**src/logic/ast_pkg.sv**
```systemverilog
// package of constants and carrier types for the asynchronous serial transmitter
package ast_pkg;
    // ****************************************
    // register offsets (byte addresses)
    // ****************************************
    localparam logic [7:0] ADDR_MODE = 8'h00;
    localparam logic [7:0] ADDR_RX_CTRL = 8'h04;
    localparam logic [7:0] ADDR_TX_CTRL = 8'h08;
    localparam logic [7:0] ADDR_FIFO_TH = 8'h0C;
    localparam logic [7:0] ADDR_TX_DATA = 8'h10;
    localparam logic [7:0] ADDR_PRI_STAT = 8'h14;
    localparam logic [7:0] ADDR_SPC_STAT = 8'h18;
    localparam logic [7:0] ADDR_BAUD_DIV = 8'h1C;
    // ****************************************
    // field positions
    // ****************************************
    localparam int MODE_PAR_EN = 0;
    localparam int MODE_PAR_EVEN = 1;
    localparam int MODE_STOP_LO = 2;
    localparam int MODE_CLK_LO = 6;
    localparam int RXC_AUTO_EN = 5;
    localparam int TXC_RTS = 1;
    localparam int TXC_TX_EN = 3;
    localparam int TXC_BREAK = 4;
    localparam int TXC_LEN_LO = 5;
    localparam int FTH_INT_EN = 0;
    localparam int FTH_DMA_EN = 1;
    localparam int FTH_ALL_EMPTY = 5;
    localparam int PST_TBE = 2;
    localparam int PST_CTS = 5;
    localparam int SST_ALL_SENT = 0;
    // ****************************************
    // reset values and encodings
    // ****************************************
    localparam logic [7:0] RST_REG8 = 8'h00;
    localparam logic [15:0] RST_BAUD_DIV = 16'h0000;
    localparam logic [1:0] STOP_NONE = 2'h0;
    localparam logic [1:0] STOP_ONE = 2'h1;
    localparam logic [1:0] STOP_ONE_HALF = 2'h2;
    localparam logic [1:0] CLK_X1 = 2'h0;
    localparam logic [1:0] CLK_X16 = 2'h1;
    localparam logic [1:0] CLK_X32 = 2'h2;
    localparam logic [1:0] LEN_FIVE = 2'h0;
    localparam logic [1:0] LEN_SEVEN = 2'h1;
    localparam logic [1:0] LEN_SIX = 2'h2;
    localparam logic [7:0] TICKS_X1 = 8'h01;
    localparam logic [7:0] TICKS_X16 = 8'h10;
    localparam logic [7:0] TICKS_X32 = 8'h20;
    localparam logic [7:0] TICKS_X64 = 8'h40;
    localparam int FIFO_DEPTH_DEF = 4;

    typedef enum logic [2:0] {
        AST_IDLE = 3'b000,
        AST_START = 3'b001,
        AST_DATA = 3'b011,
        AST_PARITY = 3'b010,
        AST_STOP = 3'b110
    } ast_state_t;

    typedef struct packed {
        logic psel;
        logic penable;
        logic pwrite;
        logic [7:0] paddr;
        logic [31:0] pwdata;
    } ast_apb_req_t;

    typedef struct packed {
        logic prdata_unused;
        logic pready;
        logic pslverr;
    } ast_apb_flags_t;
endpackage

```
**src/logic/ast_transmitter.sv**
```systemverilog
// asynchronous serial transmitter with apb register slave and transmit buffer
//
// Notes on behaviour
// [RULE1] stop bits choose one, one-half, two
// [RULE2] non-zero stop code selects asynchronous mode
// [RULE3] stop and clock factor encodings fixed
// [RULE4] length bits choose five, seven, six, eight
// [RULE5] unused upper data bits are ignored
// [RULE6] five-bit mode decodes leading-ones length marker
// [RULE7] optional parity bit, even or odd
// [RULE8] break drives zeros from next cell boundary
// [RULE9] software starts break only between characters
// [RULE10] all-sent only after last stop bit
// [RULE11] clock factor one, sixteen, thirty-two, sixty-four
// [RULE12] zero clock factor means times-one mode
// [RULE13] no one-and-half stops in times-one mode
// [RULE14] rts pin inverts rts bit normally
// [RULE15] auto rts holds low until all sent
// [RULE16] cts status; auto enables gate transmitter
// [RULE17] software programs mode first, enables last
// [RULE18] buffer to shifter, start, parity, shift out
// [RULE19] single buffer requests whenever buffer empty
// [RULE20] fifo threshold selects entry-empty or all-empty
// [RULE21] buffer-empty status follows the threshold choice
//
// The implementer's own choices: the APB interface to the registers and the placing of the registers.
`timescale 1ns/10ps
module ast_transmitter #(
    parameter int FIFO_DEPTH = ast_pkg::FIFO_DEPTH_DEF
) (
    input wire logic clock,
    input wire logic rst_b,
    input wire ast_pkg::ast_apb_req_t apbReq,
    output logic [31:0] prdata,
    output logic pready,
    output logic pslverr,
    output logic txd,
    output logic rtsN,
    input wire logic ctsN,
    output logic txIntReq,
    output logic txDmaReq
);
    import ast_pkg::*;

    localparam int PW = (FIFO_DEPTH > 1) ? $clog2(FIFO_DEPTH) : 1;
    localparam int CW = $clog2(FIFO_DEPTH + 1);

    if (FIFO_DEPTH < 1 || FIFO_DEPTH > 16 || (FIFO_DEPTH & (FIFO_DEPTH - 1)) != 0) begin : g_depth_check
        $error("FIFO_DEPTH must be a power of two from 1 to 16");
    end

    // ****************************************
    // register file
    // ****************************************
    logic [7:0] modeReg_q;
    logic [7:0] rxCtrlReg_q;
    logic [7:0] txCtrlReg_q;
    logic [7:0] fifoThReg_q;
    logic [15:0] baudDiv_q;
    logic wrAcc;
    logic rdAcc;
    logic mapped;
    logic dataPush;
    logic fifoFull;
    logic bufEmptyFlag;
    logic allSent_q;
    logic [CW-1:0] fifoCount_q;

    assign wrAcc = apbReq.psel & apbReq.penable & apbReq.pwrite;
    assign rdAcc = apbReq.psel & apbReq.penable & ~apbReq.pwrite;
    // slave never waits: every access completes in its first access cycle
    assign pready = 1'b1;

    always_comb begin
        unique case (apbReq.paddr)
            ADDR_MODE, ADDR_RX_CTRL, ADDR_TX_CTRL, ADDR_FIFO_TH,
            ADDR_TX_DATA, ADDR_PRI_STAT, ADDR_SPC_STAT, ADDR_BAUD_DIV: mapped = 1'b1;
            default: mapped = 1'b0;
        endcase
    end

    // a write to a full buffer is refused so no character is overwritten
    assign dataPush = wrAcc & (apbReq.paddr == ADDR_TX_DATA) & ~fifoFull;
    assign pslverr = apbReq.psel & apbReq.penable &
                     (~mapped | (apbReq.pwrite & (apbReq.paddr == ADDR_TX_DATA) & fifoFull));

    always_ff @(posedge clock or negedge rst_b) begin
        if (!rst_b) begin
            modeReg_q <= RST_REG8;
            rxCtrlReg_q <= RST_REG8;
            txCtrlReg_q <= RST_REG8;
            fifoThReg_q <= RST_REG8;
            baudDiv_q <= RST_BAUD_DIV;
        end else if (wrAcc) begin
            unique case (apbReq.paddr)
                ADDR_MODE: modeReg_q <= apbReq.pwdata[7:0];
                ADDR_RX_CTRL: rxCtrlReg_q <= apbReq.pwdata[7:0];
                ADDR_TX_CTRL: txCtrlReg_q <= apbReq.pwdata[7:0];
                ADDR_FIFO_TH: fifoThReg_q <= apbReq.pwdata[7:0];
                ADDR_BAUD_DIV: baudDiv_q <= apbReq.pwdata[15:0];
                default: ;
            endcase
        end
    end

    logic [31:0] rdData_d;
    always_comb begin
        rdData_d = 32'h0000_0000;
        unique case (apbReq.paddr)
            ADDR_MODE: rdData_d[7:0] = modeReg_q;
            ADDR_RX_CTRL: rdData_d[7:0] = rxCtrlReg_q;
            ADDR_TX_CTRL: rdData_d[7:0] = txCtrlReg_q;
            ADDR_FIFO_TH: rdData_d[7:0] = fifoThReg_q;
            ADDR_PRI_STAT: begin
                rdData_d[PST_TBE] = bufEmptyFlag; // [RULE19] [RULE21]
                rdData_d[PST_CTS] = ~ctsN; // [RULE16]
            end
            ADDR_SPC_STAT: rdData_d[SST_ALL_SENT] = allSent_q; // [RULE10]
            ADDR_BAUD_DIV: rdData_d[15:0] = baudDiv_q;
            default: ;
        endcase
    end

    // read data is combinational off the registers since pready is immediate
    assign prdata = rdAcc ? rdData_d : 32'h0000_0000;

    // ****************************************
    // mode decode
    // ****************************************
    logic [1:0] stopSel;
    logic [1:0] clkSel;
    logic [1:0] lenSel;
    logic asyncMode;
    logic autoEn;
    logic [7:0] factorTicks;
    logic [7:0] stopTicks;

    assign stopSel = modeReg_q[MODE_STOP_LO +: 2];
    assign clkSel = modeReg_q[MODE_CLK_LO +: 2];
    assign lenSel = txCtrlReg_q[TXC_LEN_LO +: 2];
    assign asyncMode = (stopSel != STOP_NONE); // [RULE2]
    assign autoEn = rxCtrlReg_q[RXC_AUTO_EN];

    always_comb begin
        unique case (clkSel) // [RULE3] [RULE11]
            CLK_X1: factorTicks = TICKS_X1; // [RULE12]
            CLK_X16: factorTicks = TICKS_X16;
            CLK_X32: factorTicks = TICKS_X32;
            default: factorTicks = TICKS_X64;
        endcase
        // times-one with one-and-half stops rounds to one tick; software must avoid it
        unique case (stopSel) // [RULE1] [RULE3] [RULE13]
            STOP_ONE: stopTicks = factorTicks;
            STOP_ONE_HALF: stopTicks = factorTicks + {1'b0, factorTicks[7:1]};
            default: stopTicks = {factorTicks[6:0], 1'b0};
        endcase
    end

    // ****************************************
    // transmit buffer
    // ****************************************
    logic [7:0] fifoMem [FIFO_DEPTH];
    logic [PW-1:0] wrPtr_q;
    logic [PW-1:0] rdPtr_q;
    logic fifoPop;
    logic fifoEmpty;

    assign fifoEmpty = (fifoCount_q == '0);
    assign fifoFull = (fifoCount_q == CW'(FIFO_DEPTH));
    // deep buffer: threshold picks entry-slot-free or fully drained
    assign bufEmptyFlag = (FIFO_DEPTH > 1 && !fifoThReg_q[FTH_ALL_EMPTY]) ? ~fifoFull : fifoEmpty; // [RULE20]
    assign txIntReq = fifoThReg_q[FTH_INT_EN] & bufEmptyFlag; // [RULE19] [RULE20]
    assign txDmaReq = fifoThReg_q[FTH_DMA_EN] & bufEmptyFlag; // [RULE19] [RULE20]

    always_ff @(posedge clock) begin
        if (dataPush) begin
            fifoMem[wrPtr_q] <= apbReq.pwdata[7:0];
        end
    end

    always_ff @(posedge clock or negedge rst_b) begin
        if (!rst_b) begin
            wrPtr_q <= '0;
            rdPtr_q <= '0;
            fifoCount_q <= '0;
        end else begin
            if (dataPush) begin
                wrPtr_q <= (wrPtr_q == PW'(FIFO_DEPTH - 1)) ? '0 : wrPtr_q + 1'b1;
            end
            if (fifoPop) begin
                rdPtr_q <= (rdPtr_q == PW'(FIFO_DEPTH - 1)) ? '0 : rdPtr_q + 1'b1;
            end
            if (dataPush && !fifoPop) begin
                fifoCount_q <= fifoCount_q + 1'b1;
            end else if (fifoPop && !dataPush) begin
                fifoCount_q <= fifoCount_q - 1'b1;
            end
        end
    end

    // ****************************************
    // bit-cell timing
    // ****************************************
    logic [15:0] divCnt_q;
    logic [7:0] cellCnt_q;
    logic [7:0] cellLen;
    logic baudTick;
    logic cellEnd;
    ast_state_t state_q;

    assign baudTick = (divCnt_q == baudDiv_q);
    assign cellLen = (state_q == AST_STOP) ? stopTicks : factorTicks;
    assign cellEnd = baudTick & (cellCnt_q >= cellLen - 8'h01);

    always_ff @(posedge clock or negedge rst_b) begin
        if (!rst_b) begin
            divCnt_q <= 16'h0000;
        end else begin
            divCnt_q <= baudTick ? 16'h0000 : divCnt_q + 16'h0001;
        end
    end

    always_ff @(posedge clock or negedge rst_b) begin
        if (!rst_b) begin
            cellCnt_q <= 8'h00;
        end else if (cellEnd) begin
            cellCnt_q <= 8'h00;
        end else if (baudTick) begin
            cellCnt_q <= cellCnt_q + 8'h01;
        end
    end

    // ****************************************
    // character decode
    // ****************************************
    logic [7:0] head;
    logic [3:0] nBits;
    logic [7:0] charData;

    assign head = fifoMem[rdPtr_q];

    always_comb begin
        unique case (lenSel) // [RULE4]
            LEN_FIVE: begin
                // leading ones mark how short the character is
                if (!head[7]) begin // [RULE6]
                    nBits = 4'd5;
                end else if (!head[6]) begin
                    nBits = 4'd4;
                end else if (!head[5]) begin
                    nBits = 4'd3;
                end else if (!head[4]) begin
                    nBits = 4'd2;
                end else begin
                    nBits = 4'd1;
                end
            end
            LEN_SEVEN: nBits = 4'd7;
            LEN_SIX: nBits = 4'd6;
            default: nBits = 4'd8;
        endcase
        charData = head & ~(8'hFF << nBits); // [RULE5] [RULE6]
    end

    // ****************************************
    // shifter and line
    // ****************************************
    logic [7:0] shift_q;
    logic [3:0] bitsLeft_q;
    logic parity_q;
    logic txd_q;
    logic canStart;
    logic ctsOk;

    assign ctsOk = ~autoEn | ~ctsN; // [RULE16]
    assign canStart = asyncMode & txCtrlReg_q[TXC_TX_EN] & ctsOk & ~fifoEmpty;
    assign fifoPop = cellEnd & canStart & ((state_q == AST_IDLE) | (state_q == AST_STOP)); // [RULE18]

    always_ff @(posedge clock or negedge rst_b) begin
        if (!rst_b) begin
            state_q <= AST_IDLE;
            shift_q <= 8'h00;
            bitsLeft_q <= 4'h0;
            parity_q <= 1'b0;
        end else if (cellEnd) begin
            unique case (state_q) // [RULE18]
                AST_IDLE, AST_STOP: begin
                    if (canStart) begin
                        state_q <= AST_START;
                        shift_q <= charData;
                        bitsLeft_q <= nBits;
                        parity_q <= modeReg_q[MODE_PAR_EVEN] ? ^charData : ~^charData; // [RULE7]
                    end else begin
                        state_q <= AST_IDLE;
                    end
                end
                AST_START, AST_DATA: begin
                    if (bitsLeft_q != 4'h0) begin
                        state_q <= AST_DATA;
                        shift_q <= {1'b0, shift_q[7:1]};
                        bitsLeft_q <= bitsLeft_q - 4'h1;
                    end else begin
                        state_q <= modeReg_q[MODE_PAR_EN] ? AST_PARITY : AST_STOP; // [RULE7]
                    end
                end
                AST_PARITY: state_q <= AST_STOP;
                default: state_q <= AST_IDLE;
            endcase
        end
    end

    logic lineBit;
    always_comb begin
        unique case (state_q)
            AST_IDLE, AST_STOP: lineBit = canStart ? 1'b0 : 1'b1;
            AST_START, AST_DATA: lineBit = (bitsLeft_q != 4'h0) ? shift_q[0] : (parity_q | ~modeReg_q[MODE_PAR_EN]);
            AST_PARITY: lineBit = 1'b1;
            default: lineBit = 1'b1;
        endcase
    end

    // line only changes on cell boundaries, so break starts and stops there too
    always_ff @(posedge clock or negedge rst_b) begin
        if (!rst_b) begin
            txd_q <= 1'b1;
        end else if (cellEnd) begin
            txd_q <= txCtrlReg_q[TXC_BREAK] ? 1'b0 : lineBit; // [RULE8]
        end
    end
    assign txd = txd_q;

    // ****************************************
    // all sent and modem output
    // ****************************************
    logic rtsHold_q;
    logic rtsN_q;

    always_ff @(posedge clock or negedge rst_b) begin
        if (!rst_b) begin
            allSent_q <= 1'b1;
        end else begin
            allSent_q <= (state_q == AST_IDLE) & fifoEmpty; // [RULE10]
        end
    end

    always_ff @(posedge clock or negedge rst_b) begin
        if (!rst_b) begin
            rtsHold_q <= 1'b0;
        end else if (txCtrlReg_q[TXC_RTS]) begin
            rtsHold_q <= 1'b1; // [RULE15]
        end else if (allSent_q) begin
            rtsHold_q <= 1'b0; // [RULE15]
        end
    end

    always_ff @(posedge clock or negedge rst_b) begin
        if (!rst_b) begin
            rtsN_q <= 1'b1;
        end else begin
            rtsN_q <= autoEn ? ~(txCtrlReg_q[TXC_RTS] | rtsHold_q) : ~txCtrlReg_q[TXC_RTS]; // [RULE14] [RULE15]
        end
    end
    assign rtsN = rtsN_q;

endmodule // ast_transmitter
```
**config.mk**
```make
export PLATFORM = sky130hd
export DESIGN_NAME = ast_transmitter
export DESIGN_NICKNAME = d
export VERILOG_FILES = /design/src/logic/ast_pkg.sv /design/src/logic/ast_transmitter.sv
export SDC_FILE = /design/constraint.sdc
export NUM_CORES = 1
export LEC_CHECK = 0
export BUFFER_PORTS_ARGS = -buffer_cell sky130_fd_sc_hd__buf_2
export CORE_MARGIN = 5
export CORE_UTILIZATION = 25
export CTS_CLUSTER_DIAMETER = 200
export CTS_CLUSTER_SIZE = 16
export DETAILED_ROUTE_END_ITERATION = 6
export PLACE_DENSITY = 0.39
export SETUP_SLACK_MARGIN = 0.2
export SYNTH_ARGS = -nofsm -noshare
export SYNTH_HDL_FRONTEND = slang
export SYNTH_SLANG_ARGS = --single-unit
```
**constraint.sdc**
```tcl
create_clock -name clock -period 6.7 [get_ports clock]
set_input_delay 0.335 -clock clock [delete_from_list [all_inputs] [get_ports clock]]
set_output_delay 0.335 -clock clock [all_outputs]
set_load 0.02 [all_outputs]
```
==> reports/metrics.cfg, run 1 <==
[timing]
min_period_over_period_pct = 70.1
hold_viol = 0
holdWs_ps = 126
fin_crit_ps = 4700
slew_viol_final = 0
finalSetupViolations = 0
worst_pin_slew_ps = 784
setup_slack_ps = 2000
max_freq_mhz = 213
rsz0062_at_grt = false
skew_ps = 15.1
maxSlewHeadroom_pct = 47.6
fin_setup_tns_ps = 0

[clock_network]
ctsResizeCount = 0
cts.path.max_buffers = 2
cts_made_buffers = 17
clkLatencyLatePin_ps = 420
h-tree-depth = 4
cts_root_buffer = clkbuf_16
cts_setup_buffers = 0
cts_tree = yes
clock-sinks = 131
clk_pin_slew_ps = 70

[pwr]
power_frac_clock_pct = 45.5
pwr-share-comb_pct = 12.3
p_per_area_nw_per_um2 = 253
total_power_w = 0.00212
p_sw_share_pct = 31.0
switchingPower_w = 0.000655
ir_worst_vdd_mv = 0.173
internal-power_w = 0.00146
p_leak_nw = 3.66
pwr-share-seq_pct = 42.2

[setup_path]
cp_slowest_stage_delay_ps = 420
cp_num_buf_inv = 2
cp.required_ps = 7040
cp_common_cell = ha_1
critical_path.slowest_cell = dfrtp_1
critical_path_class = reg2reg
rrSetupSlack_ps = 2000
arrival_ps = 5040
crit_family = simple AND/OR/NAND/NOR gates
path_cells = inv_1, ha_1, ha_1, xnor2_1, a32oi_1, o21ai_1, or3_1, nor2_1, xnor2_1, ha_1, nor4_1, o21ai_1, and3_1, nand2_1, ha_1, inv_1, fa_1, xor2_1, nor2_1, xor2_1
crit_fanout = 10
cp-end-kind = flip-flop
cp-start-kind = flip-flop

[placement]
dp_hpwl_mm = 12.6
gp_congestion = 0.734
placement.setup.worst_slack_ps = 1990
portBuffers = 50

[drt]
wirelength_mm = 17.3
drtIter0Drc = 262
drcViolationCount = 0
drtAntennaViolNets = 0
routedWlPerCell_um = 16.3
drtPass1Iterations = 5
avgViaCountPerCell = 4.56
num_vias = 4838

[logic_synthesis]
syn_area_um2 = 7120
synth_cell_types = 65
synth.area.top_cells = dfrtp_1 (34%), edfxtp_1 (13%), mux2_1 (7.3%)
ys_ff_latch = 131
yosys.area.top_type = dfrtp_1
yosys_warnings = 0
postSynth.asyncResetShare_pct = 75.6
synth_flop_cell = dfrtp_1
synth-seq-area-share_pct = 48.3
synth.avg_cell_area_um2 = 11.5
synth_top_area_share_pct = 33.7
syn_inst = 617
synth_edf_count = 32

[die]
dieHeight_um = 179
io_pins = 84
die_area_um2 = 32000
start_util_pct = 25.5
die_x_um = 179
rows = 61
core_area_um2 = 27900

[final_layout]
n_fill_cell = 2931
antennaDiodeCount = 0
final_nets = 745
drive_above_1_share_pct = 17.3
areaGrowthSynthToFinish_pct = 17.4

[hold_path]
hold_class = in2reg

[grt]
grt_max_degree = 53
grt_overflow_total = 0
grt.total_usage_pct = 11.3
grt_first_pass_wirelength_mm = 28.1
grt_pass1_vias = 5048
antenna_found_initial = 0

[run_status]
status = finished clean

[run]
max_cap_violations = 0

==> logic make-up (layout without fill, tap and decap cells) <==
| logic type | count (synthesis) | count (layout) | synth area share (%) |
|---|---|---|---|
| muxes | 73 | 73 | 14.0 |
| other | 2 | 17 | 0.105 |
| buffers and inverters | 58 | 108 | 4.11 |
| adders and majority gates | 30 | 30 | 5.38 |
| and+or+nand+nor | 176 | 176 | 12.8 |
| DFF | 131 | 131 | 48.3 |
| xor gates and xnor gates | 48 | 48 | 5.90 |
| AOI/OAI and AO/OA | 99 | 99 | 9.40 |
==> power by group through the flow <==
stage                     clock network [W]  registers (W)  logic, W
final                              0.000963       0.000893  0.000260
after global routing                0.00103       0.000899  0.000296
after detailed placement                  0       0.000909  0.000265
after CTS                          0.000993       0.000893  0.000267
after global placement                    0       0.000907  0.000259
after floorplan                           0       0.000892  0.000193
==> per-layer routing <==
| layer | up-vias | wire (um) | global-route usage (%) | share of wire [%] |
|---|---|---|---|---|
| met5 | - | 0 | 0 | 0 |
| met4 | 0 | 144 | 3.13 | 0.83 |
| met3 | 12 | 705 | 2.15 | 4.1 |
| met2 | 118 | 7900 | 17.7 | 46 |
| met1 | 2397 | 8500 | 15.9 | 49 |
| li1 | 2311 | - | - | - |
==> flip-flops by register name (all words and copies together), names as in the netlist, 2 cells and up <==
name / flops
state_q: 3
shift_q: 8
modeReg_q: 8
bitsLeft_q: 4
rxCtrlReg_q: 8
txCtrlReg_q: 8
fifoThReg_q: 8
baudDiv_q: 16
fifoCount_q: 3
rdPtr_q: 2
wrPtr_q: 2
divCnt_q: 16
cellCnt_q: 8
fifoMem: 32
==> metrics by stage <==
stage / cell area [um2] / utilization (%) / instances
floorplan: 7180 / - / 632
global placement: 7730 / 27.7 / 1027
detailed placement: 7730 / 27.7 / 1027
CTS: 8360 / 29.9 / 1060
global route: 8360 / 29.9 / 1060
finish: 8360 / 29.9 / 1060
==> repair_timing <==
action	CTS	global route
endpoints found under the hold margin	12	0
endpoints found under the setup margin	0	0
hold buffers	1	0
==> cell usage in the layout, fill, tap and decap left out, drive strengths merged, types with 17 or more instances in the layout <==
cell type | netlist | routed
nor2 | 49 | 49
conb | 2 | 17
ha | 29 | 29
nand3 | 22 | 22
nand2 | 34 | 34
dfrtp | 96 | 96
o21ai | 27 | 27
inv | 22 | 30
xnor2 | 32 | 32
a21oi | 26 | 26
clkbuf | 16 | 17
edfxtp | 32 | 32
mux2 | 53 | 53
buf | 20 | 53
==> area by class of cell <==
type | count | area (um2) | area share (%)
multi-input combinational | 443 | 3450 | 41.3
tap | 378 | 473 | 5.66
clock buffer | 17 | 425 | 5.09
inverter | 22 | 82.6 | 0.987
timing repair buffer | 54 | 285 | 3.41
sequential | 131 | 3440 | 41.2
clock inverter | 15 | 201 | 2.41
==> worst paths after layout <==
kind	from	end	cells after the start
worst max-delay path	modeReg_q[6]	fifoCount_q[2]	20
worst min-delay path	apbReq[9]	baudDiv_q[9]	2
worst max register to register	modeReg_q[6]	fifoCount_q[2]	20
worst min register to register	rtsHold_q	rtsN	1
max in group asynchronous	rst_b	divCnt_q[3]	3
min in group asynchronous	rst_b	wrPtr_q[0]	2
==> synthesized netlist by cell type (11+ instances only) <==
cell type and count:
dfrtp_1 96, nor2_1 49, mux2_1 46, nand2_1 34
edfxtp_1 32, xnor2_1 32, ha_1 29, a21oi_1 25
inv_1 21, nand3_1 21, buf_4 17, o21ai_0 16
xor2_1 16, and2_1 15, clkbuf_1 15, mux4_2 11
nand2b_1 11, o21ai_1 11
No activity file was read; power rests on OpenSTA's default activity.
==> inputs of run 2 (changes only) <==
--- a/config.mk
+++ b/config.mk
@@ -5,6 +5,7 @@
 export SDC_FILE = /design/constraint.sdc
 export NUM_CORES = 1
 export LEC_CHECK = 0
+export ABC_AREA = 1
 export BUFFER_PORTS_ARGS = -buffer_cell sky130_fd_sc_hd__buf_2
 export CORE_MARGIN = 5
 export CORE_UTILIZATION = 25
==> constraint.sdc (replaced) <==
create_clock -name clock -period 4.6 [get_ports clock]
set_input_delay 0.23 -clock clock [delete_from_list [all_inputs] [get_ports clock]]
set_output_delay 0.23 -clock clock [all_outputs]
set_load 0.02 [all_outputs]
==> run 2 against run 1 <==
Compared with the run above: maximum frequency grew 16%; largest cell class is now registers; critical path type unchanged; worst setup slack lost 1400 ps; cell area grew 1.9%; count of clock-buffer cells in the layout grew 3; routed wire length grew 13%; clock power grew 46%.
==> reports/metrics.cfg, run 2 <==
[run_status]
status = finished clean

[pwr]
p_sw_share_pct = 25.3
switchingPower_w = 0.000723
p_leak_nw = 3.85
ir_worst_vdd_mv = 0.179
p_per_area_nw_per_um2 = 335
pwr-share-comb_pct = 6.4
power_frac_clock_pct = 49.5
total_power_w = 0.00286
internal-power_w = 0.00213
pwr-share-seq_pct = 44.1

[setup_path]
cp-end-kind = flip-flop
arrival_ps = 4330
cp.required_ps = 4900
crit_fanout = 5
cp-start-kind = flip-flop
rrSetupSlack_ps = 570
critical_path_class = reg2reg

[logic_synthesis]
yosys.area.top_type = dfrtp_1
synthMuxAreaShare_pct = 1.38
synth.area.top_cells = dfrtp_1 (33%), edfxtp_1 (13%), nand2_1 (11%)
syn_inst = 857
yosys_warnings = 0
synth_flop_cell = dfrtp_1
synth_edf_count = 32
synth_cell_types = 59
ys_ff_latch = 131
ys_top_cells_by_count = nand2_1 (205), dfrtp_1 (96), inv_1 (88), o21ai_0 (81), nor2_1 (77)
synth-seq-area-share_pct = 47.3
synth_compound_area_share_pct = 11.8
synthXorXnorAreaFrac_pct = 3.25
post-synth-top-count-cell = nand2_1
synth_top_area_share_pct = 33.0
syn_area_um2 = 7270
postSynth.asyncResetShare_pct = 75.6
synth_top_family_by_area = simple AND/OR/NAND/NOR gates
synth.avg_cell_area_um2 = 8.48
synth_adder_area_share_pct = 5.27
synthSimpleGateAreaFrac_pct = 22.6

[final_layout]
largest_registers = fifoMem: 32 flops, baudDiv_q: 16 flops, divCnt_q: 16 flops
largest_reg_flops = 32
areaGrowthSynthToFinish_pct = 17.2
final_cell_mix = nand2_1 (204), dfrtp_1 (94), inv_1 (86), o21ai_0 (78), nor2_1 (75)
final_area_um2 = 8520
antennaDiodeCount = 0
top_register = fifoMem
final_common_cell = nand2_1
final_nets = 988
drive_above_1_share_pct = 15.9

[hold_path]
hold_class = in2reg

[placement]
dp_hpwl_mm = 14.3
place_area_um2 = 7860
gp_congestion = 0.777
portBuffers = 50

[die]
io_pins = 84
die_area_um2 = 32600
die_x_um = 181
rows = 62
start_util_pct = 25.3
core_area_um2 = 28700
dieHeight_um = 181

[run]
max_cap_violations = 0

[clock_network]
clkLatencyLatePin_ps = 420
clk_pin_slew_ps = 60
cts_tree = yes
cts_root_buffer = clkbuf_16
h-tree-depth = 4
cts_made_buffers = 17
clock-sinks = 131
cts.path.max_buffers = 2

[grt]
grt_max_degree = 59
grt.total_usage_pct = 12.2
grt_overflow_total = 0
antenna_found_initial = 0
grt_pass1_vias = 5716
grt_first_pass_wirelength_mm = 31.7

[timing]
hold_viol = 0
skew_ps = 18.6
fin_crit_ps = 4030
holdWs_ps = 18.7
max_freq_mhz = 248
maxSlewHeadroom_pct = 40.5
fin_setup_tns_ps = 0
finalSetupViolations = 0
worst_pin_slew_ps = 890
slew_viol_final = 0
min_period_over_period_pct = 87.7
rsz0062_at_grt = false

[drt]
drtIter0Drc = 343
avgViaCountPerCell = 4.37
drtPass1Iterations = 4
num_vias = 5719
drtAntennaViolNets = 0
wirelength_mm = 19.5
drcViolationCount = 0
routedWlPerCell_um = 14.9

run 2: changes by cell type after synthesis, moves of 15 or more:
cell / change
and2_1: -15
inv_1: +67
mux2_1: -45
nand2_1: +171
nand3_1: +15
nor2_1: +28
o21ai_0: +65
xnor2_1: -21
run 2: repair_timing:
item,CTS,global route
pin swaps,0,3
buffers inserted,0,1
gates cloned,0,0
resized for setup,2,15
hold buffers,1,0
endpoints found under the setup margin,2,2
hold endpoints to repair,39,0
run 2: worst paths after layout:
check	end	start	cells past startpoint
min in group asynchronous	shift_q[1]	rst_b	2
worst max-delay path	fifoCount_q[2]	modeReg_q[7]	24
worst max register to register	fifoCount_q[2]	modeReg_q[7]	24
worst min register to register	rtsN	rtsHold_q	1
max in group asynchronous	modeReg_q[6]	rst_b	3
worst min-delay path	baudDiv_q[14]	apbReq[14]	2
run 2: logic make-up (layout without fill, tap and decap cells):
group	count (synthesis)	count (layout)
simple gates	375	375
compound gates	150	150
buf+inv	133	186
flops	131	131
fa+ha+maj	30	30
xor+xnor	27	27
mux	9	9
other cells	2	17
run 2: final cells by class:
cell class                      instances  area, um2
Tap cell                              384        480
Clock buffer                           20        462
Clock inverter                         12        143
Timing Repair Buffer                   56        300
Multi-Input combinational cell        608       3320
Fill cell                            3123      20200
Sequential cell                       131       3440
Inverter                               98        373
run 2: routing by layer:
metal | up-vias | GRT usage, % | share of wire (%)
met5 | - | 0 | 0
met4 | 0 | 4.60 | 2.1
met3 | 26 | 2.18 | 4.2
met2 | 121 | 18.8 | 45
met1 | 2681 | 17.1 | 48
li1 | 2891 | - | -
run 2: power groups by stage:
stage	Sequential (W)	Clock [W]	Combinational [W]
floorplan	0.00127	0	0.000127
global placement	0.00128	0	0.000182
detailed placement	0.00128	0	0.000182
CTS	0.00126	0.00146	0.000185
global route	0.00126	0.00150	0.000211
finish	0.00126	0.00141	0.000183
run 2: critical path, stage by stage (launching register included):
cell and delay (ps):
dfrtp_2 450, ha_1 230, ha_1 330, nand3_1 80, nand2_1 50, o21ai_1 120, o21ai_0 100, o21ai_1 240
nor3_2 90, nand2_1 80, xor2_1 160, ha_1 260, nand2_1 100, nor2_2 60, nand2_1 60, o211ai_1 90
a21oi_2 200, nor2_4 80, nand2_2 120, ha_1 180, inv_2 60, fa_1 400, a21oi_2 140, o21ai_1 90
xor2_1 150
run 2: through the flow:
step / cells / setup slack [ps] / utilization, %
4_1_cts: 1308 / 206 / 29.5
5_1_grt: 1309 / 173 / 29.7
6_report: 1309 / 567 / 29.7
2_1_floorplan: 872 / 735 / -
3_3_place_gp: 1275 / 182 / 27.4
3_5_place_dp: 1275 / 105 / 27.4
==> inputs of run 3 (changes only) <==
--- a/config.mk
+++ b/config.mk
@@ -12,6 +12,7 @@
 export CTS_CLUSTER_DIAMETER = 200
 export CTS_CLUSTER_SIZE = 16
 export DETAILED_ROUTE_END_ITERATION = 6
+export GPL_TIMING_DRIVEN = 0
 export PLACE_DENSITY = 0.39
 export SETUP_SLACK_MARGIN = 0.2
 export SYNTH_ARGS = -nofsm -noshare
==> run 3 against run 2 <==
Compared with the run above: sequential share of layout area fell by 0.86 points; sequential cell count did not move; combinational power rose by 7%; critical endpoint is now fifoCount_q[1].
==> reports/metrics.cfg, run 3 (same netlist as run 2, synthesis figures left out) <==
[die]
die_area_um2 = 32600
rows = 62
io_pins = 84
die_x_um = 181
start_util_pct = 25.3
core_area_um2 = 28700
dieHeight_um = 181

[setup_path]
path_cells = inv_1, ha_2, ha_1, a21oi_1, o21ai_0, o21ai_0, o21ai_2, nor3_2, nand2_1, xor2_1, ha_1, nand2_1, nor2_2, nand2_1, o211ai_1, a21oi_2, nor2_4, nand2_4, ha_1, inv_1, fa_1, mux2_2
critical_path_class = reg2reg
crit_fanout = 6
critical_path.slowest_cell = dfrtp_2
cp-end-kind = flip-flop
arrival_ps = 4320
cp.required_ps = 4900
cp_slowest_stage_delay_ps = 450
cp-start-kind = flip-flop

[timing]
finalSetupViolations = 0
worst_pin_slew_ps = 893
rsz0062_at_grt = false
slew_viol_final = 0
hold_viol = 0
min_period_over_period_pct = 87.3
fin_crit_ps = 4010
skew_ps = 11.1
max_freq_mhz = 249
maxSlewHeadroom_pct = 40.2

[drt]
wirelength_mm = 19.9
num_vias = 5751
routedWlPerCell_um = 14.8
drtAntennaViolNets = 0
drcViolationCount = 0
drtPass1Iterations = 4
drtIter0Drc = 270
avgViaCountPerCell = 4.29

[final_layout]
top_register = fifoMem
final_cell_mix = nand2_1 (204), dfrtp_1 (95), inv_1 (88), o21ai_0 (80), nor2_1 (75)
fin_cells = 1341
areaGrowthSynthToFinish_pct = 19.7
antennaDiodeCount = 0
final_common_cell = nand2_1
largest_registers = fifoMem: 32 flops, baudDiv_q: 16 flops, divCnt_q: 16 flops
multi_input_area_um2 = 3310
final-seq-area_um2 = 3440
n_fill_cell = 3078
final_nets = 1020
final_core_util_pct = 30.3
largest_reg_flops = 32
drive_above_1_share_pct = 17.8

[run]
max_cap_violations = 0

[clock_network]
clock-sinks = 131
cts.path.max_buffers = 2
clkLatencyLatePin_ps = 410
cts_made_buffers = 17
cts_tree = yes
h-tree-depth = 4
cts_root_buffer = clkbuf_16
clk_pin_slew_ps = 70

[grt]
grt_max_degree = 71
grt_pass1_vias = 5700
grt_first_pass_wirelength_mm = 32.3
grt.total_usage_pct = 12.4
antenna_found_initial = 0
grt_overflow_total = 0

[hold_path]
hold_class = in2reg

[pwr]
ir_worst_vdd_mv = 0.175
p_leak_nw = 3.98
p_per_area_nw_per_um2 = 320
total_power_w = 0.00278

[placement]
numPlacedInstances = 1307
gp_congestion = 0.774
dp_hpwl_mm = 14.7
portBuffers = 50

[run_status]
status = finished clean

run 3: cell types whose count changed in the layout (fill, tap and decap cells not counted), sizes merged:
cell | previous run | this run
clkinv | 3 | 5
buf | 55 | 81
inv | 103 | 102
clkinvlp | 2 | 3
clkbuf | 20 | 25
bufinv | 2 | 1
run 3: worst paths after layout:
| check | startpoint | endpoint | slack (ps) | depth (start not counted) |
|---|---|---|---|---|
| min in group asynchronous | rst_b | cellCnt_q[3] | 280 | 2 |
| min reg2reg | fifoCount_q[2] | allSent_q | 430 | 1 |
| max | modeReg_q[6] | fifoCount_q[1] | 590 | 22 |
| max in group asynchronous | rst_b | rtsN | 3610 | 3 |
| min | apbReq[14] | baudDiv_q[14] | 30 | 2 |
| max reg2reg | modeReg_q[6] | fifoCount_q[1] | 590 | 22 |
run 3: repair_timing:
item	in CTS	in global routing
hold buffers	1	0
resized for setup	5	6
gates cloned	0	0
buffers inserted	0	1
endpoints found under the hold margin	29	0
setup endpoints to repair	2	2
run 3: routing by layer:
metal  global-route usage [%]  routed length [um]  vias up  part of all wire (%)
met3                     2.14                 904       17                   4.5
met1                     17.5                9600     2682                    48
met2                     19.6                9090      102                    46
met5                        0                   0        -                     0
met4                     3.36                 271        0                   1.4
li1                         -                   -     2950                     -
run 3: worst max-delay path, delay by kind of cell (launching register included):
kind            cells  cell delay (ps)
fa+ha+maj           5             1420
simple gates        7              820
buf+inv             2              220
xor+xnor            1              150
flops               1              450
compound gates      6              580
mux                 1              260
run 3: area by class of cell:
class	count	share of cell area (%)
Timing Repair Buffer	53	3.46
Sequential cell	131	39.6
Clock buffer	19	5.02
Buffer	35	2.67
Tap cell	384	5.52
Multi-Input combinational cell	608	38.0
Clock inverter	13	1.45
Inverter	98	4.28
run 3: per-stage QoR:
stage	area, um2	hold WS, ps	worst slack [ps]	TNS [ps]
after CTS	8680	6.60	245	0
after floorplan	7330	-65.6	735	0
after global routing	8710	10.2	212	0
after global placement	8060	406	-184	-288
after detailed placement	8090	151	-129	-216
final	8710	28.1	585	0
run 3: power by group:
part | leakage (nW) | total, W | internal [W] | switching, W
sequential | 1.59 | 0.00126 | 0.00122 | 0.0000386
clock | 0.270 | 0.00132 | 0.000760 | 0.000564
combinational | 2.12 | 0.000196 | 0.0000739 | 0.000122
